===== src/irc_consts.svh =====
// constants for the infrared pulse codec and its serial transceiver partner
`ifndef IRC_CONSTS_SVH
`define IRC_CONSTS_SVH

`define IRC_ADDR_W        8
`define IRC_REG_CTRL      8'h00
`define IRC_REG_TXPL      8'h01
`define IRC_REG_RXFL      8'h02
`define IRC_RST_VAL       8'h00
`define IRC_CTRL_MASK     8'h0f
`define IRC_EVENT_CHANNEL_SELECT_ON_BIT  3
`define IRC_EVENT_CHANNEL_SELECT_CH_HI   2
`define IRC_TXPL_316      8'h00
`define IRC_TXPL_OFF      8'hff
`define IRC_316_TICKS     8'h03
`define IRC_BIT_TICKS     5'h10
`define IRC_BIT_TICKS_2X  5'h08
`define IRC_CNT_ZERO8     8'h00
`define IRC_CNT_ZERO5     5'h00
`define IRC_CNT_ONE8      8'h01
`define IRC_CNT_ONE5      5'h01
`define IRC_CNT_MAX8      8'hff

`endif


===== src/irc_pkg.sv =====
// types shared by the infrared pulse codec and its serial transceiver partner
package irc_pkg;

    typedef enum logic [1:0] {
        IRC_CM_ASYNC = 2'b00,
        IRC_CM_SYNC  = 2'b01,
        IRC_CM_IR    = 2'b10,
        IRC_CM_MSPI  = 2'b11
    } irc_comm_mode_select_e;

    typedef enum logic [1:0] {
        IRC_TX_316   = 2'b00,
        IRC_TX_FIXED = 2'b01,
        IRC_TX_RAW   = 2'b10
    } irc_tx_scheme_e;

endpackage


===== src/irc_link_if.sv =====
// link between the serial transceiver and the infrared pulse codec
`timescale 1ns/10ps
`default_nettype none
interface irc_link_if
    import irc_pkg::*;
();
    irc_comm_mode_select_e comm_mode_select;
    logic       double_speed;
    logic       transmitter_enable;
    logic       receiver_enable;
    logic       x16_tick;
    logic       bit_start;
    logic       txd;
    logic       rxd;

    modport codec
    (
        input  comm_mode_select,
        input  double_speed,
        input  transmitter_enable,
        input  receiver_enable,
        input  x16_tick,
        input  bit_start,
        input  txd,
        output rxd
    );

    modport xcvr
    (
        output comm_mode_select,
        output double_speed,
        output transmitter_enable,
        output receiver_enable,
        output x16_tick,
        output bit_start,
        output txd,
        input  rxd
    );
endinterface
`default_nettype wire


===== src/irc_codec.sv =====
// infrared pulse codec: registers, transmit pulse shaping, receive filter and decode
//
// Function
// - infrared mode routes transceiver signals through codec
// - pin levels are inverse of infrared pulse
// - chosen event channel replaces receive pin
// - setting zero gives three-sixteenths bit pulse
// - settings 1..254 give that many clocks
// - fixed pulse starts at baud clock edge
// - setting 255 passes both directions unchanged
// - pulse and filter settings inert unless infrared mode selected; event channel selection acts in every mode
// - software sets pulse length before transmitter
// - filter zero accepts pulses unfiltered
// - filter x needs x+1 equal samples
// - short pulse dropped, reads as one
// - software sets filter before enabling receiver
// - only one transceiver selects infrared mode
// - event field: 0000 none, 1nnn channel nnn
// - control upper four bits read zero
// - mode field 10 selects infrared operation
// - double speed kept clear in infrared mode
`timescale 1ns/10ps
`default_nettype none
`include "irc_consts.svh"
module irc_codec
    import irc_pkg::*;
#(
    parameter int unsigned EV_CHANNELS = 8
)
(
    input  wire logic                   clock,
    input  wire logic                   rst_n,
    irc_link_if.codec                   link,
    input  wire logic [`IRC_ADDR_W-1:0] reg_addr,
    input  wire logic [7:0]             reg_wdata,
    input  wire logic                   reg_wr,
    input  wire logic                   reg_rd,
    output logic [7:0]                  reg_rdata,
    input  wire logic                   rx_pin,
    input  wire logic [EV_CHANNELS-1:0] event_ch,
    output logic                        tx_pin
);
    logic [7:0]     ctrl_q;
    logic [7:0]     txpl_q;
    logic [7:0]     rxfl_q;
    logic [7:0]     rdata_q;
    logic           ir_mode;
    logic           bypass;
    irc_tx_scheme_e scheme;
    logic [7:0]     tx_cnt_q;
    logic [7:0]     tx_cnt_d;
    logic           tx_pin_q;
    logic           rx_src;
    logic           rx_pulse_q;
    logic           rx_last_q;
    logic [7:0]     eq_cnt_q;
    logic [7:0]     eq_cnt_d;
    logic           filt_q;
    logic           filt_d;
    logic [4:0]     hold_q;
    logic [4:0]     hold_d;
    logic           rxd_q;

    // register file
    always_ff @(posedge clock or negedge rst_n)
    begin
        if (!rst_n)
        begin
            ctrl_q <= `IRC_RST_VAL;
            txpl_q <= `IRC_RST_VAL;
            rxfl_q <= `IRC_RST_VAL;
        end
        else if (reg_wr)
        begin
            unique case (reg_addr)
                `IRC_REG_CTRL: ctrl_q <= reg_wdata & `IRC_CTRL_MASK;
                `IRC_REG_TXPL: txpl_q <= reg_wdata;
                `IRC_REG_RXFL: rxfl_q <= reg_wdata;
                default:       ;
            endcase
        end
    end

    // read data stands the cycle after the strobe only
    always_ff @(posedge clock or negedge rst_n)
    begin
        if (!rst_n)
            rdata_q <= `IRC_RST_VAL;
        else if (reg_rd)
        begin
            unique case (reg_addr)
                `IRC_REG_CTRL: rdata_q <= ctrl_q & `IRC_CTRL_MASK;
                `IRC_REG_TXPL: rdata_q <= txpl_q;
                `IRC_REG_RXFL: rdata_q <= rxfl_q;
                default:       rdata_q <= `IRC_RST_VAL;
            endcase
        end
        else
            rdata_q <= `IRC_RST_VAL;
    end

    assign ir_mode = (link.comm_mode_select == IRC_CM_IR);
    // outside infrared mode only the event channel selection still acts, on the receive signal
    assign bypass  = !ir_mode || (txpl_q == `IRC_TXPL_OFF);

    always_comb
    begin
        if (txpl_q == `IRC_TXPL_316)
            scheme = IRC_TX_316;
        else if (txpl_q == `IRC_TXPL_OFF)
            scheme = IRC_TX_RAW;
        else
            scheme = IRC_TX_FIXED;
    end

    // transmit: a zero bit becomes one pulse counted from the bit start
    always_comb
    begin
        tx_cnt_d = tx_cnt_q;
        if (link.bit_start && !link.txd)
        begin
            unique case (scheme)
                IRC_TX_316:   tx_cnt_d = `IRC_316_TICKS;
                IRC_TX_FIXED: tx_cnt_d = txpl_q;
                IRC_TX_RAW:   tx_cnt_d = `IRC_CNT_ZERO8;
                default:      tx_cnt_d = `IRC_CNT_ZERO8;
            endcase
        end
        else if (link.bit_start)
            tx_cnt_d = `IRC_CNT_ZERO8;
        else if (tx_cnt_q != `IRC_CNT_ZERO8)
        begin
            // 3/16 counts oversampling ticks, fixed length counts clocks
            if (scheme == IRC_TX_FIXED || link.x16_tick)
                tx_cnt_d = tx_cnt_q - `IRC_CNT_ONE8;
        end
    end

    always_ff @(posedge clock or negedge rst_n)
    begin
        if (!rst_n)
            tx_cnt_q <= `IRC_CNT_ZERO8;
        else
            tx_cnt_q <= bypass ? `IRC_CNT_ZERO8 : tx_cnt_d;
    end

    always_ff @(posedge clock or negedge rst_n)
    begin
        if (!rst_n)
            tx_pin_q <= 1'b1;
        else if (bypass)
            tx_pin_q <= link.txd;
        else
            // 3/16 starts a clock after its tick, so the clock of the last tick stays low too
            tx_pin_q <= !(tx_cnt_d != `IRC_CNT_ZERO8 ||
                          (scheme == IRC_TX_316 && tx_cnt_q != `IRC_CNT_ZERO8));
    end

    // receive source: event channel replaces the pin when selected
    always_comb
    begin
        if (ctrl_q[`IRC_EVENT_CHANNEL_SELECT_ON_BIT])
            rx_src = event_ch[ctrl_q[`IRC_EVENT_CHANNEL_SELECT_CH_HI:0]];
        else
            rx_src = rx_pin;
    end

    always_ff @(posedge clock or negedge rst_n)
    begin
        if (!rst_n)
        begin
            rx_pulse_q <= 1'b0;
            rx_last_q  <= 1'b0;
        end
        else
        begin
            rx_pulse_q <= !rx_src;
            rx_last_q  <= rx_pulse_q;
        end
    end

    // consecutive equal samples, saturating so long runs stay accepted
    always_comb
    begin
        if (rx_pulse_q != rx_last_q)
            eq_cnt_d = `IRC_CNT_ZERO8;
        else if (eq_cnt_q != `IRC_CNT_MAX8)
            eq_cnt_d = eq_cnt_q + `IRC_CNT_ONE8;
        else
            eq_cnt_d = eq_cnt_q;
        if (rxfl_q == `IRC_CNT_ZERO8 || eq_cnt_d >= rxfl_q)
            filt_d = rx_pulse_q;
        else
            filt_d = filt_q;
    end

    always_ff @(posedge clock or negedge rst_n)
    begin
        if (!rst_n)
        begin
            eq_cnt_q <= `IRC_CNT_ZERO8;
            filt_q   <= 1'b0;
        end
        else
        begin
            eq_cnt_q <= eq_cnt_d;
            filt_q   <= ir_mode ? filt_d : 1'b0;
        end
    end

    // an accepted pulse holds zero for one bit period of ticks
    always_comb
    begin
        hold_d = hold_q;
        if (filt_d && !filt_q)
            hold_d = `IRC_BIT_TICKS;
        else if (link.x16_tick && hold_q != `IRC_CNT_ZERO5)
            hold_d = hold_q - `IRC_CNT_ONE5;
    end

    always_ff @(posedge clock or negedge rst_n)
    begin
        if (!rst_n)
            hold_q <= `IRC_CNT_ZERO5;
        else
            hold_q <= bypass ? `IRC_CNT_ZERO5 : hold_d;
    end

    always_ff @(posedge clock or negedge rst_n)
    begin
        if (!rst_n)
            rxd_q <= 1'b1;
        else if (bypass)
            rxd_q <= rx_src;
        else
            rxd_q <= (hold_d == `IRC_CNT_ZERO5);
    end

    assign link.rxd  = rxd_q;
    assign tx_pin    = tx_pin_q;
    assign reg_rdata = rdata_q;
endmodule
`default_nettype wire


===== src/flat_wrapper.sv =====
// flat-port wrapper written by rule: the top's interface ports become plain ports
module irc_codec_flat import irc_pkg::*;
#(
    parameter int unsigned EV_CHANNELS = 8
)
  (clock, rst_n, reg_addr, reg_wdata, reg_wr, reg_rd, reg_rdata, rx_pin, event_ch, tx_pin, link_comm_mode_select, link_double_speed, link_transmitter_enable, link_receiver_enable, link_x16_tick, link_bit_start, link_txd, link_rxd);
  irc_link_if link_i ();
  input  wire logic clock;
  input  wire logic rst_n;
  input  wire logic [`IRC_ADDR_W-1:0] reg_addr;
  input  wire logic [7:0] reg_wdata;
  input  wire logic reg_wr;
  input  wire logic reg_rd;
  output logic [7:0] reg_rdata;
  input  wire logic rx_pin;
  input  wire logic [EV_CHANNELS-1:0] event_ch;
  output logic tx_pin;
  input wire logic [$bits(link_i.comm_mode_select)-1:0] link_comm_mode_select;
  input wire logic [$bits(link_i.double_speed)-1:0] link_double_speed;
  input wire logic [$bits(link_i.transmitter_enable)-1:0] link_transmitter_enable;
  input wire logic [$bits(link_i.receiver_enable)-1:0] link_receiver_enable;
  input wire logic [$bits(link_i.x16_tick)-1:0] link_x16_tick;
  input wire logic [$bits(link_i.bit_start)-1:0] link_bit_start;
  input wire logic [$bits(link_i.txd)-1:0] link_txd;
  output wire logic [$bits(link_i.rxd)-1:0] link_rxd;
  assign link_i.comm_mode_select = link_comm_mode_select;
  assign link_i.double_speed = link_double_speed;
  assign link_i.transmitter_enable = link_transmitter_enable;
  assign link_i.receiver_enable = link_receiver_enable;
  assign link_i.x16_tick = link_x16_tick;
  assign link_i.bit_start = link_bit_start;
  assign link_i.txd = link_txd;
  assign link_rxd = link_i.rxd;
  irc_codec #(.EV_CHANNELS(EV_CHANNELS)) u_core (.clock(clock), .rst_n(rst_n), .link(link_i), .reg_addr(reg_addr), .reg_wdata(reg_wdata), .reg_wr(reg_wr), .reg_rd(reg_rd), .reg_rdata(reg_rdata), .rx_pin(rx_pin), .event_ch(event_ch), .tx_pin(tx_pin));
endmodule

===== config.mk =====
export PLATFORM = sky130hd
export DESIGN_NAME = irc_codec_flat
export DESIGN_NICKNAME = d
export VERILOG_FILES = /design/src/irc_pkg.sv /design/src/irc_link_if.sv /design/src/irc_codec.sv /design/src/flat_wrapper.sv
export VERILOG_INCLUDE_DIRS = /design/src
export SDC_FILE = /design/constraint.sdc
export NUM_CORES = 1
export LEC_CHECK = 0
export BUFFER_PORTS_ARGS = -buffer_cell sky130_fd_sc_hd__buf_2
export CAP_MARGIN = 20
export CORE_MARGIN = 10
export CORE_UTILIZATION = 25
export CTS_BUF_LIST = sky130_fd_sc_hd__clkbuf_2 sky130_fd_sc_hd__clkbuf_4 sky130_fd_sc_hd__clkbuf_8
export DETAILED_ROUTE_END_ITERATION = 6
export GPL_TIMING_DRIVEN = 0
export PLACE_DENSITY = 0.52
export SLEW_MARGIN = 20
export SYNTH_ARGS = -nofsm -noshare
export SYNTH_HDL_FRONTEND = slang
export SYNTH_SLANG_ARGS = --single-unit

===== constraint.sdc =====
create_clock -name clock -period 5.4 [get_ports clock]
set_input_delay 0.27 -clock clock [delete_from_list [all_inputs] [get_ports clock]]
set_output_delay 0.27 -clock clock [all_outputs]
set_load 0.02 [all_outputs]

Word-level counts from Yosys, hierarchy flattened
Index checks and enable logic that the tools add are counted.
{ "word_totals": {"regBits": 54, "in_bits": 37, "out_inout_bits": 10, "elab_cells": 70} }
{ "op_classes": {"addsub": 3, "n_lt_le_gt_ge": 2, "n_eq_ne": 7, "n_mux": 22, "reduce_logical": 24} }
{ "ops": {"columns": ["operator", "count"], "rows": [
  ["8-bit two-way mux", 8],
  ["8-bit logical NOT", 3],
  ["8-bit one-hot mux with 3 select lines", 1],
  ["8-bit one-hot mux with 2 select lines", 1],
  ["8-bit nonzero test", 2],
  ["5-bit two-way mux", 3],
  ["8-bit by 1-bit adder with 8-bit output (second input constant)", 1],
  ["8-bit by 1-bit == test with 1-bit output (second input constant)", 1],
  ["8-bit by 2-bit == test with 1-bit output (second input constant)", 1],
  ["8-bit == test (second input constant)", 1],
  ["8-bit >= comparator", 1],
  ["8-bit != test (second input constant)", 1],
  ["8-bit by 1-bit subtractor with 8-bit output (second input constant)", 1],
  ["1-bit two-way mux", 6],
  ["2-bit AND reduction", 3],
  ["1-bit logical NOT", 5],
  ["5-bit logical NOT", 1],
  ["5-bit nonzero test", 1],
  ["5-bit by 1-bit subtractor with 5-bit output (second input constant)", 1],
  ["1-bit logical AND", 4],
  ["1-bit logical OR", 4],
  ["3-bit by 4-bit less-than comparator with 1-bit output (second input constant)", 1],
  ["2-bit two-way mux", 2],
  ["1-bit binary-select mux with 3-bit select", 1],
  ["other kinds (4)", 4]
]} }

Depth between registers and ports, before layout
{ "depth": {"ltp_word": 13, "mapped_depth": 14, "depth_no_buf": 14} }

Worst setup path after synthesis
No wires, ideal clock.
{ "synth_timing": {"path_kind": "register to register", "start": "register u_core.eq_cnt_q[0]", "end": "register u_core.rxd_q (netlist: u_core.link.rxd)", "setup_time_ns": 0.062, "arrival_time_ns": 2.750, "required_ns": 5.338, "slack_ns": 2.588, "path_stages_with_launch": 15, "path_buffers": 0, "period_less_slack_ns": 2.812, "path_cell_list": "dfrtp_1 > ha_1 > and3_1 > nand2_1 > nor2_1 > xnor2_1 > nand2b_1 > ha_1 > nand2b_1 > a21o_1 > a21o_1 > a21oi_1 > o221ai_1 > a32oi_1 > a41o_1"} }
{ "synth_via": {"elab_chain_cells": 10, "elab_cells_between_ends": 11, "cone_classes": "add/sub (1); order compare (1); eq/ne (1); mux (5); reduce/logical (3)"} }
{ "synth_lines": {"columns": ["element", "line", "text"], "rows": [
  ["start: declaration", "irc_codec.sv:56", "logic [7:0] eq_cnt_q;"],
  ["start signal: assignment", "irc_codec.sv:201", "eq_cnt_q <= `IRC_CNT_ZERO8;"],
  ["start signal: assignment", "irc_codec.sv:206", "eq_cnt_q <= eq_cnt_d;"],
  ["8-bit by 1-bit adder with 8-bit output (no source line) or 8-bit != test (tied branches)", null, null],
  ["8-bit two-way mux *", "irc_codec.sv:187", "else if (eq_cnt_q != `IRC_CNT_MAX8)"],
  ["8-bit two-way mux *", "irc_codec.sv:185", "if (rx_pulse_q != rx_last_q)"],
  ["8-bit >= comparator *", "irc_codec.sv:191", "if (rxfl_q == `IRC_CNT_ZERO8 || eq_cnt_d >= rxfl_q)"],
  ["1-bit logical OR *", "irc_codec.sv:191", null],
  ["1-bit two-way mux *", "irc_codec.sv:191", null],
  ["1-bit logical AND *", "irc_codec.sv:215", "if (filt_d && !filt_q)"],
  ["5-bit two-way mux *", "irc_codec.sv:215", null],
  ["5-bit logical NOT (no source line) *", null, null],
  ["1-bit two-way mux *", "irc_codec.sv:233", "else if (bypass)"],
  ["end signal: assignment", "irc_codec.sv:234", "rxd_q <= rx_src;"],
  ["end signal: assignment", "irc_codec.sv:236", "rxd_q <= (hold_d == `IRC_CNT_ZERO5);"],
  ["end: declaration", "irc_codec.sv:62", "logic rxd_q;"]
]} }
Mark *: on every way between the ends. The rest lies on a longest branch, timed or not.
A chain may end at the register's enable or synchronous reset.

Worst setup path after layout
Same ends and word-level chain as after synthesis.

==> run_results.csv <==
group,metric,value,unit
final_layout,nNetsFinal,394,
synth,synth_cells,298,
grt,grt_pass1_wl,12200,um
cts,cts_buffer_depth,2,
die,die_area,0.0172,mm^2
synth,synth_nets,347,
cts,tritoncts,"built",
synth,yosysTopAreaCellShare,42.1,%
worst_setup_path,crit_arrival,3.50,ns
pwr,design_power_total,906,uW
grt,grt_antenna_before_repair,0,
synth,ys_warn_count,0,
sta,rsz0062_at_grt,"no",
worst_setup_path,crit_buf_inv,0,
die,io_pins,47,
cts,cts_setup_buffers,0,
sta,hold_slack,-0.0165,ns
worst_setup_path,cp_max_fo,4,
sta,maxSlewHeadroom,54.9,%
final_layout,final_layout_size_suffix_gt1_share,26.9,%
cts,cts_made_buffers,5,
grt,grt_start_max_net_pins,55,
worst_setup_path,cp.required,5.66,ns
worst_setup_path,slowest_stage,"dfrtp_1",
pwr,irDropWorstVdd,0.150,mV
detailed_routing,drcViolationCount,0,
sta,worst_pin_slew,0.676,ns
worst_setup_path,worstSetupEndpointType,"register",
grt,grt.total_usage,8.42,%
detailed_routing,finalWirelength,7360,um
pwr,p_per_area,250,mW/mm^2
synth,avgSynthCellArea,10.4,um^2
cts,clock-root-buffer,"clkbuf_8",
outcome,status,"finished, violations left",
synth,synth-main-ff-cell,"dfrtp_1",
sta,layout_min_cycle_time,3.24,ns
place,hpwl,5710,um
place,place.gp.congestion,0.838,
die,chipHeight,131,um
outcome,failed_checks,"hold timing",
final_layout,register_area,0.00135,mm^2
final_layout,multi_input_area,0.00162,mm^2
synth,synth_cell_type_count,61,
synth,synth_edf_count,0,
sta,drv_slew,0,
cts,clk_latency,0.31,ns
worst_setup_path,path_cells,"ha_1 -> and3_1 -> nand2_1 -> nor2_1 -> xnor2_1 -> nand2b_1 -> ha_1 -> nand2b_1 -> a21o_1 -> a21o_1 -> a21oi_1 -> o221ai_1 -> a32oi_1 -> a41o_1",
cts,clock-sinks,54,
final_layout,fillerInstances,1271,
final_layout,antenna_cells,0,
sta,fmaxAchievable,0.309,GHz
detailed_routing,antenna_left,0,
cts,post_cts_resized,0,
synth,ys_top_cells_by_count,"dfrtp_1 (52), nor2_1 (44), mux2_2 (20), nand2_1 (16), inv_1 (15)",
grt,grt_overflow,0,
worst_setup_path,path_delay_family,"compound AO/OA/AOI/OAI gates",
detailed_routing,drt_iter0_markers,142,
worst_hold_path,hp-class,"in -> async",
die,rows,40,
synth,ys_seq_area_share,43.8,%
detailed_routing,num_vias,2369,
synth,synthMostInstantiatedCell,"dfrtp_1",
cts,cts_hold_buf,0,
synth,ys_top_cells_by_area,"dfrtp_1 (42%), mux2_2 (7.3%), nor2_1 (5.3%)",
place,placed_cells,506,
detailed_routing,via_per_inst,4.61,
synth,synth_seq_cells,54,
worst_setup_path,worstSetupPathType,"reg -> reg",
worst_setup_path,worst_path_largest_cell_delay,0.41,ns
worst_setup_path,cp-start-kind,"register",
die,die_x,131,um
cts,clk_pin_slew,0.10,ns
cts,cts_max_level,2,
final_layout,utilization,30.0,%
sta,finalSetupViolCount,0,
synth,postSynth.asyncResetShare,100,%
flow_run,drv_cap,0,
synth,synth_top_area_cell,"dfrtp_1",
die,start_util,25.6,%
detailed_routing,firstDrtPassIters,4,
final_layout,stdcell_count,514,
sta,fin_tns_setup,0,ns
sta,fin_skew,0.00456,ns
sta,timing.final.crit_share,60.0,%
place,portBuffers,40,
final_layout,area_delta_synth_final,17.2,%
synth,netlist_area,0.00309,mm^2
sta,hold_viol_final,36,
detailed_routing,wire_per_inst,14.3,um
die,coreArea,0.0121,mm^2
pwr,power.leakage,1.65,nW
grt,grt_pass1_vias,2434,
-- worst paths after layout --
path / startpoint / end / slack, ns / depth (start not counted)
worst max register to register: u_core.eq_cnt_q[0] / u_core.link.rxd / 2.16 / 14
max in group asynchronous: rst_n / u_core.ctrl_q[0] / 4.97 / 1
worst min-delay path: rst_n / u_core.eq_cnt_q[0] / -0.02 / 1
worst min register to register: u_core.rx_pulse_q / u_core.rx_last_q / 0.49 / 0
min in group clock: reg_wdata[5] / u_core.txpl_q[5] / 0.19 / 2
worst max-delay path: u_core.eq_cnt_q[0] / u_core.link.rxd / 2.16 / 14
-- where the power goes --
part	total, mW	internal (mW)	switching (mW)
Combinational	0.175	0.0775	0.0976
Clock	0.288	0.142	0.147
Sequential	0.443	0.423	0.0197
-- worst register-to-register path: stages (launching register included) --
cell	delay, ns
dfrtp_1	0.41
ha_1	0.20
and3_1	0.21
nand2_1	0.11
nor2_1	0.30
xnor2_1	0.16
nand2b_1	0.09
ha_1	0.28
nand2b_1	0.14
a21o_1	0.18
a21o_1	0.17
a21oi_1	0.14
o221ai_1	0.23
a32oi_1	0.34
a41o_1	0.21
-- final cells by class --
cell class                 instances  area share (%)
buffer                             6            1.59
clock inverter                     3            1.35
tap                              168            5.81
multi-input combinational        223            44.8
sequential                        54            37.4
timing repair buffer              40            5.60
inverter                          15            1.55
clock buffer                       5            1.90
-- logic make-up after synthesis --
kind of cell    Yosys count  share of synthesized area (%)
buf+inv                  21                           3.68
fa+ha+maj                12                           4.86
mux                      31                           11.7
flops                    54                           43.8
compound gates           53                           12.8
xor+xnor                 10                           2.83
simple gates            117                           20.3
-- flip-flops by register name, summed over array words and instances (netlist names) --
| register | cells |
|---|---|
| u_core.rx_pulse_q | 1 |
| u_core.ctrl_q | 4 |
| u_core.filt_q | 1 |
| u_core.tx_cnt_q | 8 |
| u_core.rxfl_q | 8 |
| u_core.eq_cnt_q | 8 |
| u_core.tx_pin | 1 |
| u_core.reg_rdata | 8 |
| u_core.hold_q | 5 |
| u_core.link.rxd | 1 |
| u_core.txpl_q | 8 |
| u_core.rx_last_q | 1 |
-- layout by cell type, fill, tap and decap left out, types with 7 or more instances in the layout --
master    count
a21oi_1      14
buf_2        39
clkbuf_8      7
dfrtp_1      52
ha_1         12
inv_1        15
mux2_2       20
mux2i_1       9
nand2_1      16
nand4_1       8
nor2_1       44
nor4_1        8
-- routing by layer --
metal	share of wire, %	vias up	wire [um]	global-route usage, %
li1	-	1178	-	-
met1	50	1130	3680	11.6
met2	45	54	3350	13.1
met3	3.8	7	279	2.02
met4	0.75	0	55	1.56
met5	0	-	0	0
-- metrics by stage --
| stage | hold WS, ns | worst slack [ns] | cell area [um^2] |
|---|---|---|---|
| floorplan | -0.0256 | 2.59 | 3090 |
| global placement | 0.460 | 2.20 | 3500 |
| detailed placement | 0.368 | 2.18 | 3500 |
| CTS | 0.0149 | 2.14 | 3620 |
| global route | 0.0413 | 1.89 | 3620 |
| finish | -0.0165 | 2.16 | 3620 |
Power figures use the tool's default switching activity.
